### src/hdl/axis_param_pkg.sv
package axis_param_pkg;

    ////////////////////////////////////////////////////////////////////////
    // Register map, word addresses on the plain register port.
    localparam int REG_COUNT = 22;
    localparam logic [4:0] R_CTRL = 5'h00;
    localparam logic [4:0] R_STATUS = 5'h01;
    localparam logic [4:0] R_ORG_OFS = 5'h02;
    localparam logic [4:0] R_SEEK_SPD = 5'h03;
    localparam logic [4:0] R_APPR_SPD = 5'h04;
    localparam logic [4:0] R_COMP_SPD = 5'h05;
    localparam logic [4:0] R_SEEK_ACC = 5'h06;
    localparam logic [4:0] R_SEEK_DEC = 5'h07;
    localparam logic [4:0] R_HOLD_MS = 5'h08;
    localparam logic [4:0] R_MASK_AMT = 5'h09;
    localparam logic [4:0] R_COMP_VAL = 5'h0a;
    localparam logic [4:0] R_RET_SPD = 5'h0b;
    localparam logic [4:0] R_RET_ACC = 5'h0c;
    localparam logic [4:0] R_RET_DEC = 5'h0d;
    localparam logic [4:0] R_INCH_W = 5'h0e;
    localparam logic [4:0] R_JOG_SPD1 = 5'h0f;
    localparam logic [4:0] R_JOG_SPD2 = 5'h10;
    localparam logic [4:0] R_JOG_ACC = 5'h11;
    localparam logic [4:0] R_JOG_DEC = 5'h12;
    localparam logic [4:0] R_ENC_TYPE = 5'h13;
    localparam logic [4:0] R_ABS_OFS = 5'h14;
    localparam logic [4:0] R_POS = 5'h15;

    // Control register fields.
    localparam int F_SETUP = 0;
    localparam int F_ACC_SEL = 1;
    localparam int F_VIRTUAL = 2;
    localparam int F_START_DIR = 3;
    localparam int F_DETECT_DIR = 4;
    localparam int F_MODE_LO = 8;
    localparam int F_MODE_HI = 11;
    localparam int INCH_W = 16;
    localparam int HOLD_W = 16;

    localparam logic [3:0] MODE_MASK = 4'h9;
    localparam logic [3:0] MODE_HOLD = 4'hb;
    localparam logic ENC_INC = 1'b0;
    localparam logic ENC_ABS = 1'b1;
    localparam logic DIR_FWD = 1'b0;
    localparam logic DIR_REV = 1'b1;

    localparam logic [31:0] REG_RESET [REG_COUNT] = '{
        32'h0000_0000, 32'h0000_0000, 32'h0000_0000, 32'h0000_2710,
        32'h0000_03e8, 32'h0000_03e8, 32'h0000_03e8, 32'h0000_03e8,
        32'h0000_0064, 32'h0000_2710, 32'h0000_0000, 32'h0000_2710,
        32'h0000_03e8, 32'h0000_03e8, 32'h0000_0000, 32'h0000_03e8,
        32'h0000_2710, 32'h0000_03e8, 32'h0000_03e8, 32'h0000_0000,
        32'h0000_0000, 32'h0000_0000};

    ////////////////////////////////////////////////////////////////////////
    // Timing.
    localparam int MS_NS = 1000000;
    localparam int CLK_NS = 100;
    localparam int CYC_PER_MS = MS_NS / CLK_NS;

    typedef enum logic [8:0] {
        ST_IDLE = 9'h001,
        ST_SEEK = 9'h002,
        ST_HOLD = 9'h004,
        ST_MASK = 9'h008,
        ST_APPROACH = 9'h010,
        ST_COMP = 9'h020,
        ST_JOG = 9'h040,
        ST_INCH = 9'h080,
        ST_RETURN = 9'h100
    } seq_state_type;

endpackage

### src/hdl/axis_link_if.sv
`timescale 1ns/1ps
interface axis_link_if;
    logic restart;
    logic setup_load;
    logic enc_type_cfg;
    logic virtual_axis;
    logic drive_abs;
    logic enc_abs;
    logic mismatch;
    logic restore_req;
    logic origin_def;
    logic [31:0] origin_offset;
    logic [31:0] abs_offset;
    logic [31:0] abs_offset_eff;
    logic [31:0] backup_pos;
    logic [15:0] pos_delta;
    logic [31:0] present_pos;

    modport ctl (output restart, setup_load, enc_type_cfg, virtual_axis,
        drive_abs, origin_def, origin_offset, abs_offset, backup_pos,
        pos_delta, input enc_abs, mismatch, restore_req, present_pos,
        abs_offset_eff);
    modport enc_side (input restart, setup_load, enc_type_cfg,
        virtual_axis, drive_abs, output enc_abs, mismatch, restore_req);
    modport pos_side (input origin_def, origin_offset, abs_offset,
        enc_abs, restore_req, backup_pos, pos_delta, output present_pos,
        abs_offset_eff);
endinterface

### src/hdl/enc_cfg.sv
`timescale 1ns/1ps
module enc_cfg
    import axis_param_pkg::*;
(
    input wire logic clk_sys,
    input wire logic srst,
    input wire logic ce,
    axis_link_if.enc_side lk
);
    logic boot, next_boot;
    logic latched, next_latched;
    logic restore, next_restore;
    logic mismatch, next_mismatch;
    logic load;

    // The type is taken at the first enabled edge after reset, at a
    // restart and at a setup apply; a plain register write never moves it.
    assign load = boot | lk.restart | lk.setup_load;

    always_comb begin
        next_boot = 1'b0;
        next_latched = load ? lk.enc_type_cfg : latched;
        next_restore = boot | lk.restart;
        // The drive's own motor type only raises a flag.
        next_mismatch = (latched == ENC_ABS) != lk.drive_abs;
    end

    always_ff @(posedge clk_sys) begin
        if (srst) begin
            boot <= 1'b1;
            latched <= ENC_INC;
            restore <= 1'b0;
            mismatch <= 1'b0;
        end else if (ce) begin
            boot <= next_boot;
            latched <= next_latched;
            restore <= next_restore;
            mismatch <= next_mismatch;
        end
    end

    assign lk.enc_abs = latched & ~lk.virtual_axis;
    assign lk.restore_req = restore;
    assign lk.mismatch = mismatch;
endmodule

### src/hdl/pos_track.sv
`timescale 1ns/1ps
module pos_track
    import axis_param_pkg::*;
(
    input wire logic clk_sys,
    input wire logic srst,
    input wire logic ce,
    axis_link_if.pos_side lk
);
    logic [31:0] pos, next_pos;
    logic [31:0] abs_eff, next_abs_eff;

    always_comb begin
        next_pos = pos + {{16{lk.pos_delta[15]}}, lk.pos_delta};
        next_abs_eff = abs_eff;
        if (lk.origin_def) begin
            next_pos = lk.origin_offset;
            next_abs_eff = lk.enc_abs ? lk.abs_offset : '0;
        end else if (lk.restore_req && lk.enc_abs) begin
            next_pos = lk.backup_pos;
        end
    end

    always_ff @(posedge clk_sys) begin
        if (srst) begin
            pos <= '0;
            abs_eff <= '0;
        end else if (ce) begin
            pos <= next_pos;
            abs_eff <= next_abs_eff;
        end
    end

    assign lk.present_pos = pos;
    assign lk.abs_offset_eff = abs_eff;
endmodule

### src/hdl/axis_params.sv
// Strobed register access and the register offsets were left to the implementer.
`timescale 1ns/1ps
module axis_params
    import axis_param_pkg::*;
#(
    parameter int cycles_per_ms = CYC_PER_MS
)
(
    input wire logic clk_sys,
    input wire logic srst,
    input wire logic ce,
    input wire logic [4:0] addr,
    input wire logic [31:0] wdata,
    input wire logic wr,
    input wire logic rd,
    output logic [31:0] rdata,
    input wire logic restart,
    input wire logic cmd_search,
    input wire logic cmd_return,
    input wire logic cmd_jog,
    input wire logic cmd_inch,
    input wire logic cmd_stop,
    input wire logic jog_dir,
    input wire logic jog_speed_sel,
    input wire logic move_done,
    input wire logic prox_pin,
    input wire logic origin_pin,
    input wire logic drive_abs_pin,
    input wire logic [15:0] pos_delta,
    input wire logic [31:0] backup_pos,
    input wire logic abs_capture,
    input wire logic [31:0] abs_capture_value,
    output logic prof_run,
    output logic prof_dist_mode,
    output logic prof_dir,
    output logic prof_acc_sel,
    output logic [31:0] prof_speed,
    output logic [31:0] prof_acc,
    output logic [31:0] prof_dec,
    output logic [31:0] prof_dist,
    output logic origin_defined,
    output logic enc_abs,
    output logic [31:0] present_pos,
    output logic [31:0] abs_offset_active
);
    if (cycles_per_ms < 1) begin : g_chk
        $error("cycles_per_ms must be at least one");
    end

    axis_link_if lk ();
    enc_cfg u_enc (.clk_sys(clk_sys), .srst(srst), .ce(ce), .lk(lk));
    pos_track u_pos (.clk_sys(clk_sys), .srst(srst), .ce(ce), .lk(lk));

    ////////////////////////////////////////////////////////////////////////
    // Pin synchronisers: the first stage feeds only the second.
    logic [2:0] pin_s1, pin_s2;
    logic prox_s, origin_s;

    always_ff @(posedge clk_sys) begin
        if (srst) begin
            pin_s1 <= '0;
            pin_s2 <= '0;
        end else if (ce) begin
            pin_s1 <= {drive_abs_pin, origin_pin, prox_pin};
            pin_s2 <= pin_s1;
        end
    end
    assign prox_s = pin_s2[0];
    assign origin_s = pin_s2[1];

    ////////////////////////////////////////////////////////////////////////
    // Register file.
    logic [31:0] regs [REG_COUNT];
    logic [31:0] next_regs [REG_COUNT];
    logic [31:0] next_rdata, rd_word;
    logic wr_ok, setup_load;
    logic [3:0] mode;
    seq_state_type state, next_state;

    assign wr_ok = wr && addr < 5'(REG_COUNT) && addr != R_STATUS
        && addr != R_POS;
    assign setup_load = ce && wr && addr == R_CTRL && wdata[F_SETUP];
    assign mode = regs[R_CTRL][F_MODE_HI:F_MODE_LO];

    always_comb begin
        next_regs = regs;
        if (wr_ok) begin
            next_regs[addr] = wdata;
        end
        // A capture in the same cycle as a bus write wins.
        if (abs_capture) begin
            next_regs[R_ABS_OFS] = abs_capture_value;
        end
        next_regs[R_CTRL][F_SETUP] = 1'b0;
        rd_word = '0;
        if (addr == R_STATUS) begin
            rd_word = {20'h0_0000, lk.mismatch, lk.enc_abs, origin_defined,
                state};
        end else if (addr == R_POS) begin
            rd_word = lk.present_pos;
        end else if (addr < 5'(REG_COUNT)) begin
            rd_word = regs[addr];
        end
        next_rdata = rd ? rd_word : '0;
    end

    always_ff @(posedge clk_sys) begin
        if (srst) begin
            regs <= REG_RESET;
            rdata <= '0;
        end else if (ce) begin
            regs <= next_regs;
            rdata <= next_rdata;
        end
    end

    assign lk.restart = ce & restart;
    assign lk.setup_load = setup_load;
    assign lk.enc_type_cfg = regs[R_ENC_TYPE][0];
    assign lk.virtual_axis = regs[R_CTRL][F_VIRTUAL];
    assign lk.drive_abs = pin_s2[2];
    assign lk.origin_offset = regs[R_ORG_OFS];
    assign lk.abs_offset = regs[R_ABS_OFS];
    assign lk.backup_pos = backup_pos;
    assign lk.pos_delta = ce ? pos_delta : '0;
    assign enc_abs = lk.enc_abs;
    assign present_pos = lk.present_pos;
    assign abs_offset_active = lk.abs_offset_eff;

    ////////////////////////////////////////////////////////////////////////
    // Origin search, return and jog sequencer.
    logic [31:0] ms_cnt, next_ms_cnt;
    logic [HOLD_W-1:0] hold_ms, next_hold_ms;
    logic hold_done, next_origin_defined;
    logic [INCH_W-1:0] inch_w;

    assign hold_done = hold_ms >= regs[R_HOLD_MS][HOLD_W-1:0];
    assign inch_w = regs[R_INCH_W][INCH_W-1:0];
    assign lk.origin_def = ce && state == ST_APPROACH && origin_s;

    always_comb begin
        next_state = state;
        next_ms_cnt = '0;
        next_hold_ms = '0;
        next_origin_defined = origin_defined | lk.origin_def;
        unique case (state)
            ST_IDLE: begin
                if (cmd_stop) begin
                    next_state = ST_IDLE;
                end else if (cmd_search) begin
                    next_state = ST_SEEK;
                    next_origin_defined = 1'b0;
                end else if (cmd_return && origin_defined) begin
                    next_state = ST_RETURN;
                end else if (cmd_jog || (cmd_inch && inch_w == '0)) begin
                    next_state = ST_JOG;
                end else if (cmd_inch) begin
                    next_state = ST_INCH;
                end
            end
            ST_SEEK: begin
                if (prox_s) begin
                    if (mode == MODE_HOLD) begin
                        next_state = ST_HOLD;
                    end else if (mode == MODE_MASK) begin
                        next_state = ST_MASK;
                    end else begin
                        next_state = ST_APPROACH;
                    end
                end
            end
            ST_HOLD: begin
                next_ms_cnt = ms_cnt + 32'h0000_0001;
                next_hold_ms = hold_ms;
                if (ms_cnt == 32'(cycles_per_ms - 1)) begin
                    next_ms_cnt = '0;
                    next_hold_ms = hold_ms + 16'h0001;
                end
                if (hold_done) begin
                    next_state = ST_APPROACH;
                end
            end
            ST_MASK: if (move_done) begin
                next_state = ST_APPROACH;
            end
            ST_APPROACH: if (origin_s) begin
                next_state = ST_COMP;
            end
            ST_COMP: begin
                if (regs[R_COMP_VAL] == '0 || move_done) begin
                    next_state = ST_IDLE;
                end
            end
            ST_JOG: if (!cmd_jog && !cmd_inch) begin
                next_state = ST_IDLE;
            end
            ST_INCH, ST_RETURN: if (move_done) begin
                next_state = ST_IDLE;
            end
            default: next_state = ST_IDLE;
        endcase
        if (cmd_stop) begin
            next_state = ST_IDLE;
        end
    end

    always_ff @(posedge clk_sys) begin
        if (srst) begin
            state <= ST_IDLE;
            ms_cnt <= '0;
            hold_ms <= '0;
            origin_defined <= 1'b0;
        end else if (ce) begin
            state <= next_state;
            ms_cnt <= next_ms_cnt;
            hold_ms <= next_hold_ms;
            origin_defined <= next_origin_defined;
        end
    end

    ////////////////////////////////////////////////////////////////////////
    // Profile command. Speed and ramp registers are read live every cycle,
    // so a change reaches a move already in progress.
    logic n_run, n_dist_mode, n_dir;
    logic [31:0] n_speed, n_acc, n_dec, n_dist, comp, pos;

    assign comp = regs[R_COMP_VAL];
    assign pos = lk.present_pos;

    always_comb begin
        n_run = 1'b1;
        n_dist_mode = 1'b0;
        n_dir = regs[R_CTRL][F_DETECT_DIR];
        n_speed = regs[R_APPR_SPD];
        n_acc = regs[R_SEEK_ACC];
        n_dec = regs[R_SEEK_DEC];
        n_dist = '0;
        unique case (state)
            ST_SEEK: begin
                n_dir = regs[R_CTRL][F_START_DIR];
                n_speed = regs[R_SEEK_SPD];
            end
            ST_HOLD: n_run = 1'b0;
            ST_MASK: begin
                n_dist_mode = 1'b1;
                n_dist = regs[R_MASK_AMT];
            end
            ST_COMP: begin
                n_run = comp != '0;
                n_dist_mode = 1'b1;
                n_dir = comp[31] ? DIR_REV : DIR_FWD;
                n_dist = comp[31] ? -comp : comp;
                n_speed = regs[R_COMP_SPD];
            end
            ST_JOG, ST_INCH: begin
                n_dist_mode = state == ST_INCH;
                n_dist = {16'h0000, inch_w};
                n_dir = jog_dir;
                n_speed = jog_speed_sel ? regs[R_JOG_SPD2]
                    : regs[R_JOG_SPD1];
                n_acc = regs[R_JOG_ACC];
                n_dec = regs[R_JOG_DEC];
            end
            ST_RETURN: begin
                n_dist_mode = 1'b1;
                n_dir = pos[31] ? DIR_FWD : DIR_REV;
                n_dist = pos[31] ? -pos : pos;
                n_speed = regs[R_RET_SPD];
                n_acc = regs[R_RET_ACC];
                n_dec = regs[R_RET_DEC];
            end
            default: n_run = state != ST_IDLE;
        endcase
    end

    always_ff @(posedge clk_sys) begin
        if (srst) begin
            prof_run <= 1'b0;
            prof_dist_mode <= 1'b0;
            prof_dir <= DIR_FWD;
            prof_acc_sel <= 1'b0;
            prof_speed <= '0;
            prof_acc <= '0;
            prof_dec <= '0;
            prof_dist <= '0;
        end else if (ce) begin
            prof_run <= n_run;
            prof_dist_mode <= n_dist_mode;
            prof_dir <= n_dir;
            prof_acc_sel <= regs[R_CTRL][F_ACC_SEL];
            prof_speed <= n_speed;
            prof_acc <= n_acc;
            prof_dec <= n_dec;
            prof_dist <= n_dist;
        end
    end
endmodule

### config.mk
export PLATFORM = sky130hd
export DESIGN_NAME = axis_params
export DESIGN_NICKNAME = d
export VERILOG_FILES = /design/src/hdl/axis_param_pkg.sv /design/src/hdl/axis_link_if.sv /design/src/hdl/enc_cfg.sv /design/src/hdl/pos_track.sv /design/src/hdl/axis_params.sv
export SDC_FILE = /design/constraint.sdc
export NUM_CORES = 2
export LEC_CHECK = 0
export ABC_CLOCK_PERIOD_IN_PS = 4880
export BUFFER_PORTS_ARGS = -buffer_cell sky130_fd_sc_hd__buf_2
export CELL_PAD_IN_SITES_DETAIL_PLACEMENT = 1
export CELL_PAD_IN_SITES_GLOBAL_PLACEMENT = 2
export CORE_UTILIZATION = 36
export CTS_BUF_LIST = sky130_fd_sc_hd__clkbuf_16
export DETAILED_ROUTE_END_ITERATION = 16
export PLACE_DENSITY_LB_ADDON = 0.3
export SLEW_MARGIN = 40
export SYNTH_ARGS = -nofsm -noshare
export SYNTH_HDL_FRONTEND = slang
export SYNTH_SLANG_ARGS = --single-unit
### constraint.sdc
create_clock -name clk_sys -period 4.88 [get_ports clk_sys]
set_input_delay 0.244 -clock clk_sys [delete_from_list [all_inputs] [get_ports clk_sys]]
set_output_delay 0.244 -clock clk_sys [all_outputs]
set_load 0.1 [all_outputs]
[After elaboration in Yosys (flattened, before gate mapping)]
Cells that the tools add are included.
Storage, ports and cells
  register bits after elaboration: 999
  bits of input ports: 135
  output and inout port bits: 230
  word-level logic and storage cells: 168
Operators by class
  add/subtract/negate cells: 5
  magnitude comparators: 4
  eq/ne operators: 27
  mux-type cells: 50
  bitwise gates (word level): 7
  reductions and logical operators: 32
Operators with widths (number)
  bitwise mux 704 bit: 1
  2-to-1 mux 32 bit: 16
  case mux 32 bit (4 select lines): 2
  binary-select mux 32 bit (select 5 bit): 1
  demux 32 bit (select 5 bit): 1
  case mux 32 bit (2 select lines): 2
  2-to-1 mux 9 bit: 12
  case mux 9 bit (8 select lines): 1
  2-to-1 mux 64 bit: 1
  negation 32 bit: 2
  2-to-1 mux 16 bit: 3
  adder 32 x 1 -> 32 bit, second input constant: 1
  adder 32 bit: 1
  == test 32 x 14 -> 1 bit, second input constant: 1
  logical NOT 32 bit: 1
  nonzero test 32 bit: 1
  != test 3 bit, second input constant: 7
  adder 16 x 1 -> 16 bit, second input constant: 1
  >= comparator 16 bit: 1
  logical NOT 16 bit: 1
  logical AND 1 bit: 13
  2-to-1 mux 5 bit: 2
  AND reduction 2 bit: 5
  == test 9 x 1 -> 1 bit, second input constant: 1
  36 further kinds: 47

[Longest topological paths before layout]
  depth after elaboration: 8
  depth in mapped cells: 16
  depth with buffers taken out: 11

[By module]
Synthesis repeated with hierarchy kept, for this count alone.
Unflattened totals
  cell total of the unflattened synthesis: 5594
  area, all modules: 46572.2 µm²
Modules (own cells, without submodules)
  axis_params: instances 1, cells an instance 4967, area an instance 41748.8 µm², seq. area each 18237.5 µm²
  pos_track: instances 1, cells an instance 610, area an instance 4654.5 µm², seq. area each 1281.2 µm²
  enc_cfg: instances 1, cells an instance 17, area an instance 168.9 µm², seq. area each 80.1 µm²

[Least setup slack after synthesis]
Ideal clock, no wire load.
  kind: input port to flip-flop
  start point: input port ce
  end point: register u_pos.pos[24] (netlist: u_pos.lk.present_pos[24])
  setup time: 70 ps
  arrival: 3801 ps
  data required time: 4810 ps
  setup slack: 1009 ps
  stages on the path: 15
  path buffers: 4
  cells stage by stage: clkbuf_1 clkbuf_1 clkbuf_1 clkbuf_1 and2_1 ha_1 fa_1 a211oi_1 o21ai_0 a221oi_1 o21ai_1 maj3_1 a21oi_1 mux2_2 a21oi_1
Between the ends
  longest elaborated chain between the ends: 4
  elaborated cells on any way between the ends: 6
  classes of those cells: 1 x add/sub; 3 x mux; 2 x reduce/logical
Ends and longest elaborated chain
  from (decl): line axis_params.sv:11  | input wire logic ce,
  2-to-1 mux 16 bit: line axis_params.sv:125  | assign lk.pos_delta = ce ? pos_delta : '0;
  adder 32 bit: line pos_track.sv:14  | next_pos = pos + {{16{lk.pos_delta[15]}}, lk.pos_delta};
  2-to-1 mux 32 bit: line pos_track.sv:19  | end else if (lk.restore_req && lk.enc_abs) begin
  2-to-1 mux 32 bit: line pos_track.sv:16  | if (lk.origin_def) begin
  to (signal assigned): line pos_track.sv:29  | pos <= next_pos;
  to (decl): line pos_track.sv:10  | logic [31:0] pos, next_pos;
Parallel ways exist; a longest one is shown, timed or not.
A chain may end at the register's enable or synchronous reset.

[Worst setup path after layout]
  start point: register state[0]
  end point: register state[7]
Between the ends
  longest elaborated chain between the ends: 4
  elaborated cells on any way between the ends: 21
  classes of those cells: 17 x eq/ne; 2 x mux; 2 x reduce/logical
Ends and longest elaborated chain
  from (decl): line axis_params.sv:78  | seq_state_type state, next_state;
  from (signal assigned): line axis_params.sv:214  | state <= next_state;
  == test 9 x 8 -> 1 bit or == test 9 bit (tied branches): line axis_params.sv:146  | unique case (state)
  OR reduction 2 bit: line axis_params.sv:146
  != test 3 bit (no source line) or case mux 9 bit (8 select lines) (tied branches)
  AND reduction 9 bit (no source line) or 2-to-1 mux 9 bit (tied branches)
Parallel ways exist; a longest one is shown, timed or not.

==> results.yml <==
cells_and_area:
  layout.nets: 5975
  multi_input_area_mm2: 0.0244
  fillers: 14900
  synthToLayoutAreaGrowth_pct: 16.4
  final_area_mm2: 0.0536
  layout-drive-gt1-share_pct: 15.1
  seq_area_mm2: 0.0196
timing:
  tightest_slew_ns: 0.900
  rsz0062_at_grt: "false"
  slew_headroom_pct: 39.8
  final.setup_skew_ns: 0.0329
  fin_crit_ns: 3.86
  fmax_ghz: 0.259
  maxSlewViolCount: 0
  setup_tns_ns: 0
  period_share_pct: 79.1
  final_hold_viol_count: 0
  final-setup-viol-count: 0
critical_path:
  crit_type: "reg2reg"
  critical_path.top_delay_family: "simple AND/OR/NAND/NOR gates"
  path_cells: "nor4_2 > nand2_1 > nor2_4 > o31a_1 > o21ai_0 > a31oi_1 > a311oi_1 > dlygate4sd3_1"
  critPathArrivalTime_ns: 4.49
  start_kind: "register"
  crit_buf_inv: 1
  max_stage_delay_ns: 0.77
  worstPathRequired_ns: 5.51
  cpMaxStageDelayCell: "nor2_4"
  path_depth: 8
  cp-end-kind: "register"
  path_max_fanout: 23
  r2r_cells: 8
placement:
  gp_congestion: 0.901
  port_buffers: 364
  dp_hpwl_mm: 147
  placed_area_mm2: 0.0491
flow_run:
  cap_violations: 0
drt:
  drt-total-wl_mm: 221
  wl_per_cell_um: 29.3
  drtPass1Iterations: 10
  vias_per_cell: 6.14
  drc: 0
  num_vias: 46400
  drt_first_iter_violations: 5856
  drtAntennaViolNets: 0
floorplan:
  die_w_um: 360
  die_y_um: 360
  std_cell_rows: 130
  ios: 365
  dieArea_mm2: 0.129
  start_util_pct: 36.5
  core_mm2: 0.126
clock_network:
  clockRootBuffer: "clkbuf_16"
  worstSkewPairLatency_ns: 0.77
  numCtsBuffers: 111
  cts_sinks: 979
  cts.path.max_buffers: 3
  cts_tree: "yes"
  htreeDepth: 3
  ctsResizeCount: 0
  cts_setup_buffers: 0
  cts_hold_buf: 82
  clk_pin_slew_ns: 0.06
logic_synthesis:
  ys_seq_elements: 979
  ys.warnings.count: 0
  synthArstFlopShare_pct: 0
  synth_area_mm2: 0.0460
  synth_top_area_cell: "dfxtp_1"
  synthTopCellsByArea: "dfxtp_1 43%, nand2_1 12%, mux4_2 7.8%"
  synth_fp_nets: 5830
  synth_edf_count: 0
  avgSynthCellArea_um2: 8.14
  yosysSeqAreaShare_pct: 42.6
  netlist_instances: 5659
  ys_types: 78
  ys.flop_type: "dfxtp_1"
  netlist.area_leader.share_pct: 42.6
grt:
  grt_pass1_wl_mm: 320
  grt_use_total_pct: 33.1
  overflow: 0
  first_global_vias: 44600
  grt_max_degree: 194
  antenna_found_initial: 4
worst_hold_path:
  holdCritPathClass: "in2reg"
  holdPathStages: 5
power_and_ir_drop:
  ir_worst_vdd_uv: 265
  p_leak_nw: 19.2
  powerDensity_mw_per_mm2: 354
  power_mw: 18.9
run_status:
  status: "complete, no violations"
## synth_stat cells, types with 5 or more instances
master / instances
buf_1: 43
nor2_1: 361
mux2_2: 31
or2_2: 5
nor3_1: 83
and4_1: 7
o21a_1: 8
nand2b_1: 16
o211ai_1: 62
clkbuf_1: 469
a211oi_1: 83
o22ai_1: 10
a311oi_1: 46
nand4_1: 33
a21o_1: 11
nand2_1: 1504
xnor2_1: 71
a221oi_1: 67
a2111oi_0: 5
nor2b_1: 51
inv_1: 48
and3_1: 19
nand3_1: 196
nor4_1: 25
or4_1: 5
nor3b_1: 7
a221o_1: 9
a222oi_1: 51
and2_1: 30
xor2_1: 53
mux4_2: 159
or3_1: 10
buf_2: 14
a21oi_1: 702
o21ai_0: 73
mux2i_1: 24
o41ai_1: 9
a31oi_1: 19
ha_1: 35
a22oi_1: 156
o31ai_1: 10
dfxtp_1: 979
## stage by stage
stage	utilization [%]	setup WS (ns)	hold WS (ns)	std cells
3_5_place_dp	38.9	1.04	0.446	7256
5_1_grt	42.5	0.949	0.0392	7549
6_report	42.5	1.02	0.0128	7552
4_1_cts	42.4	1.10	0.000140	7546
3_3_place_gp	38.8	1.03	0.437	7252
2_1_floorplan	-	1.01	0.391	5659
## final cells by class
class	count	area share [%]
Timing Repair Buffer	560	6.95
Multi-Input combinational cell	4103	45.5
Clock inverter	97	1.57
Antenna cell	3	0.0140
Tap cell	1650	3.85
Inverter	49	0.348
Sequential cell	979	36.6
Clock buffer	111	5.18
## logic make-up (layout without fill, tap and decap cells)
group | count (synthesis) | in the layout | share of synthesized area (%)
xor+xnor | 124 | 124 | 2.36
simple gates | 2380 | 2380 | 21.7
fa+ha+maj | 37 | 37 | 1.02
mux | 215 | 215 | 9.08
compound gates | 1347 | 1347 | 18.5
flops | 979 | 979 | 42.6
buf+inv | 577 | 817 | 4.77
other cells | 0 | 3 | 0
## tightest hold or removal path, stage by stage
cell and delay, ns:
buf_2 0.10, nand2_1 0.07, o211ai_1 0.12, o211ai_1 0.11, a21oi_1 0.07
## per-layer routing
| layer | vias to the layer above | wire length [um] | track usage (%) |
|---|---|---|---|
| li1 | 20200 | - | - |
| met1 | 23600 | 98700 | 48.2 |
| met4 | 4 | 7540 | 11.3 |
| met5 | - | 27 | 0 |
| met2 | 2306 | 92600 | 48.1 |
| met3 | 365 | 22200 | 6.98 |
## power by group
| group | total, mW | internal [mW] | switching [mW] |
|---|---|---|---|
| logic | 2.10 | 0.513 | 1.59 |
| registers | 8.30 | 8.11 | 0.186 |
| clock network | 8.55 | 4.78 | 3.77 |
## final timing paths
check / start / to / slack [ns]
setup / recovery: state[0]$_SDFFE_PP1P_ / state[7]$_SDFFE_PP0P_ / 1.02
setup reg to reg: state[0]$_SDFFE_PP1P_ / state[7]$_SDFFE_PP0P_ / 1.02
hold reg to reg: u_pos.lk.abs_offset_eff[29]$_SDFFE_PP0P_ / u_pos.lk.abs_offset_eff[29]$_SDFFE_PP0P_ / 0.45
hold / removal: backup_pos[12] / u_pos.lk.present_pos[12]$_SDFFE_PP0P_ / 0.01
## layout by cell type, fill, tap and decap left out, drive strengths merged, types with 19 or more instances in the layout
master	instances
a21oi	702
a222oi	51
nor4	27
nand3	196
o211ai	62
clkbuf	113
a22oi	156
nand4	33
xnor2	71
nor3	84
ha	35
buf	476
inv	78
nand2	1504
and3	19
a221oi	67
nor2	361
clkinv	49
mux2	32
dlygate4sd3	82
dfxtp	979
and2	31
mux2i	24
mux4	159
o21ai	74
a311oi	46
a31oi	19
nor2b	51
xor2	53
a211oi	83
## state kept, by name, indices dropped and copies added, names as in the netlist, 3 cells and up
register,flops
lk.abs_offset,32
regs,565
prof_acc,32
state,9
inch_w,16
prof_speed,32
pin_s1,3
prof_dist,32
u_pos.lk.abs_offset_eff,32
pin_s2,3
u_pos.lk.present_pos,32
hold_ms,16
ms_cnt,32
comp,32
rdata,32
prof_dec,32
lk.origin_offset,32
mode,4
Power figures use the tool's default switching activity.
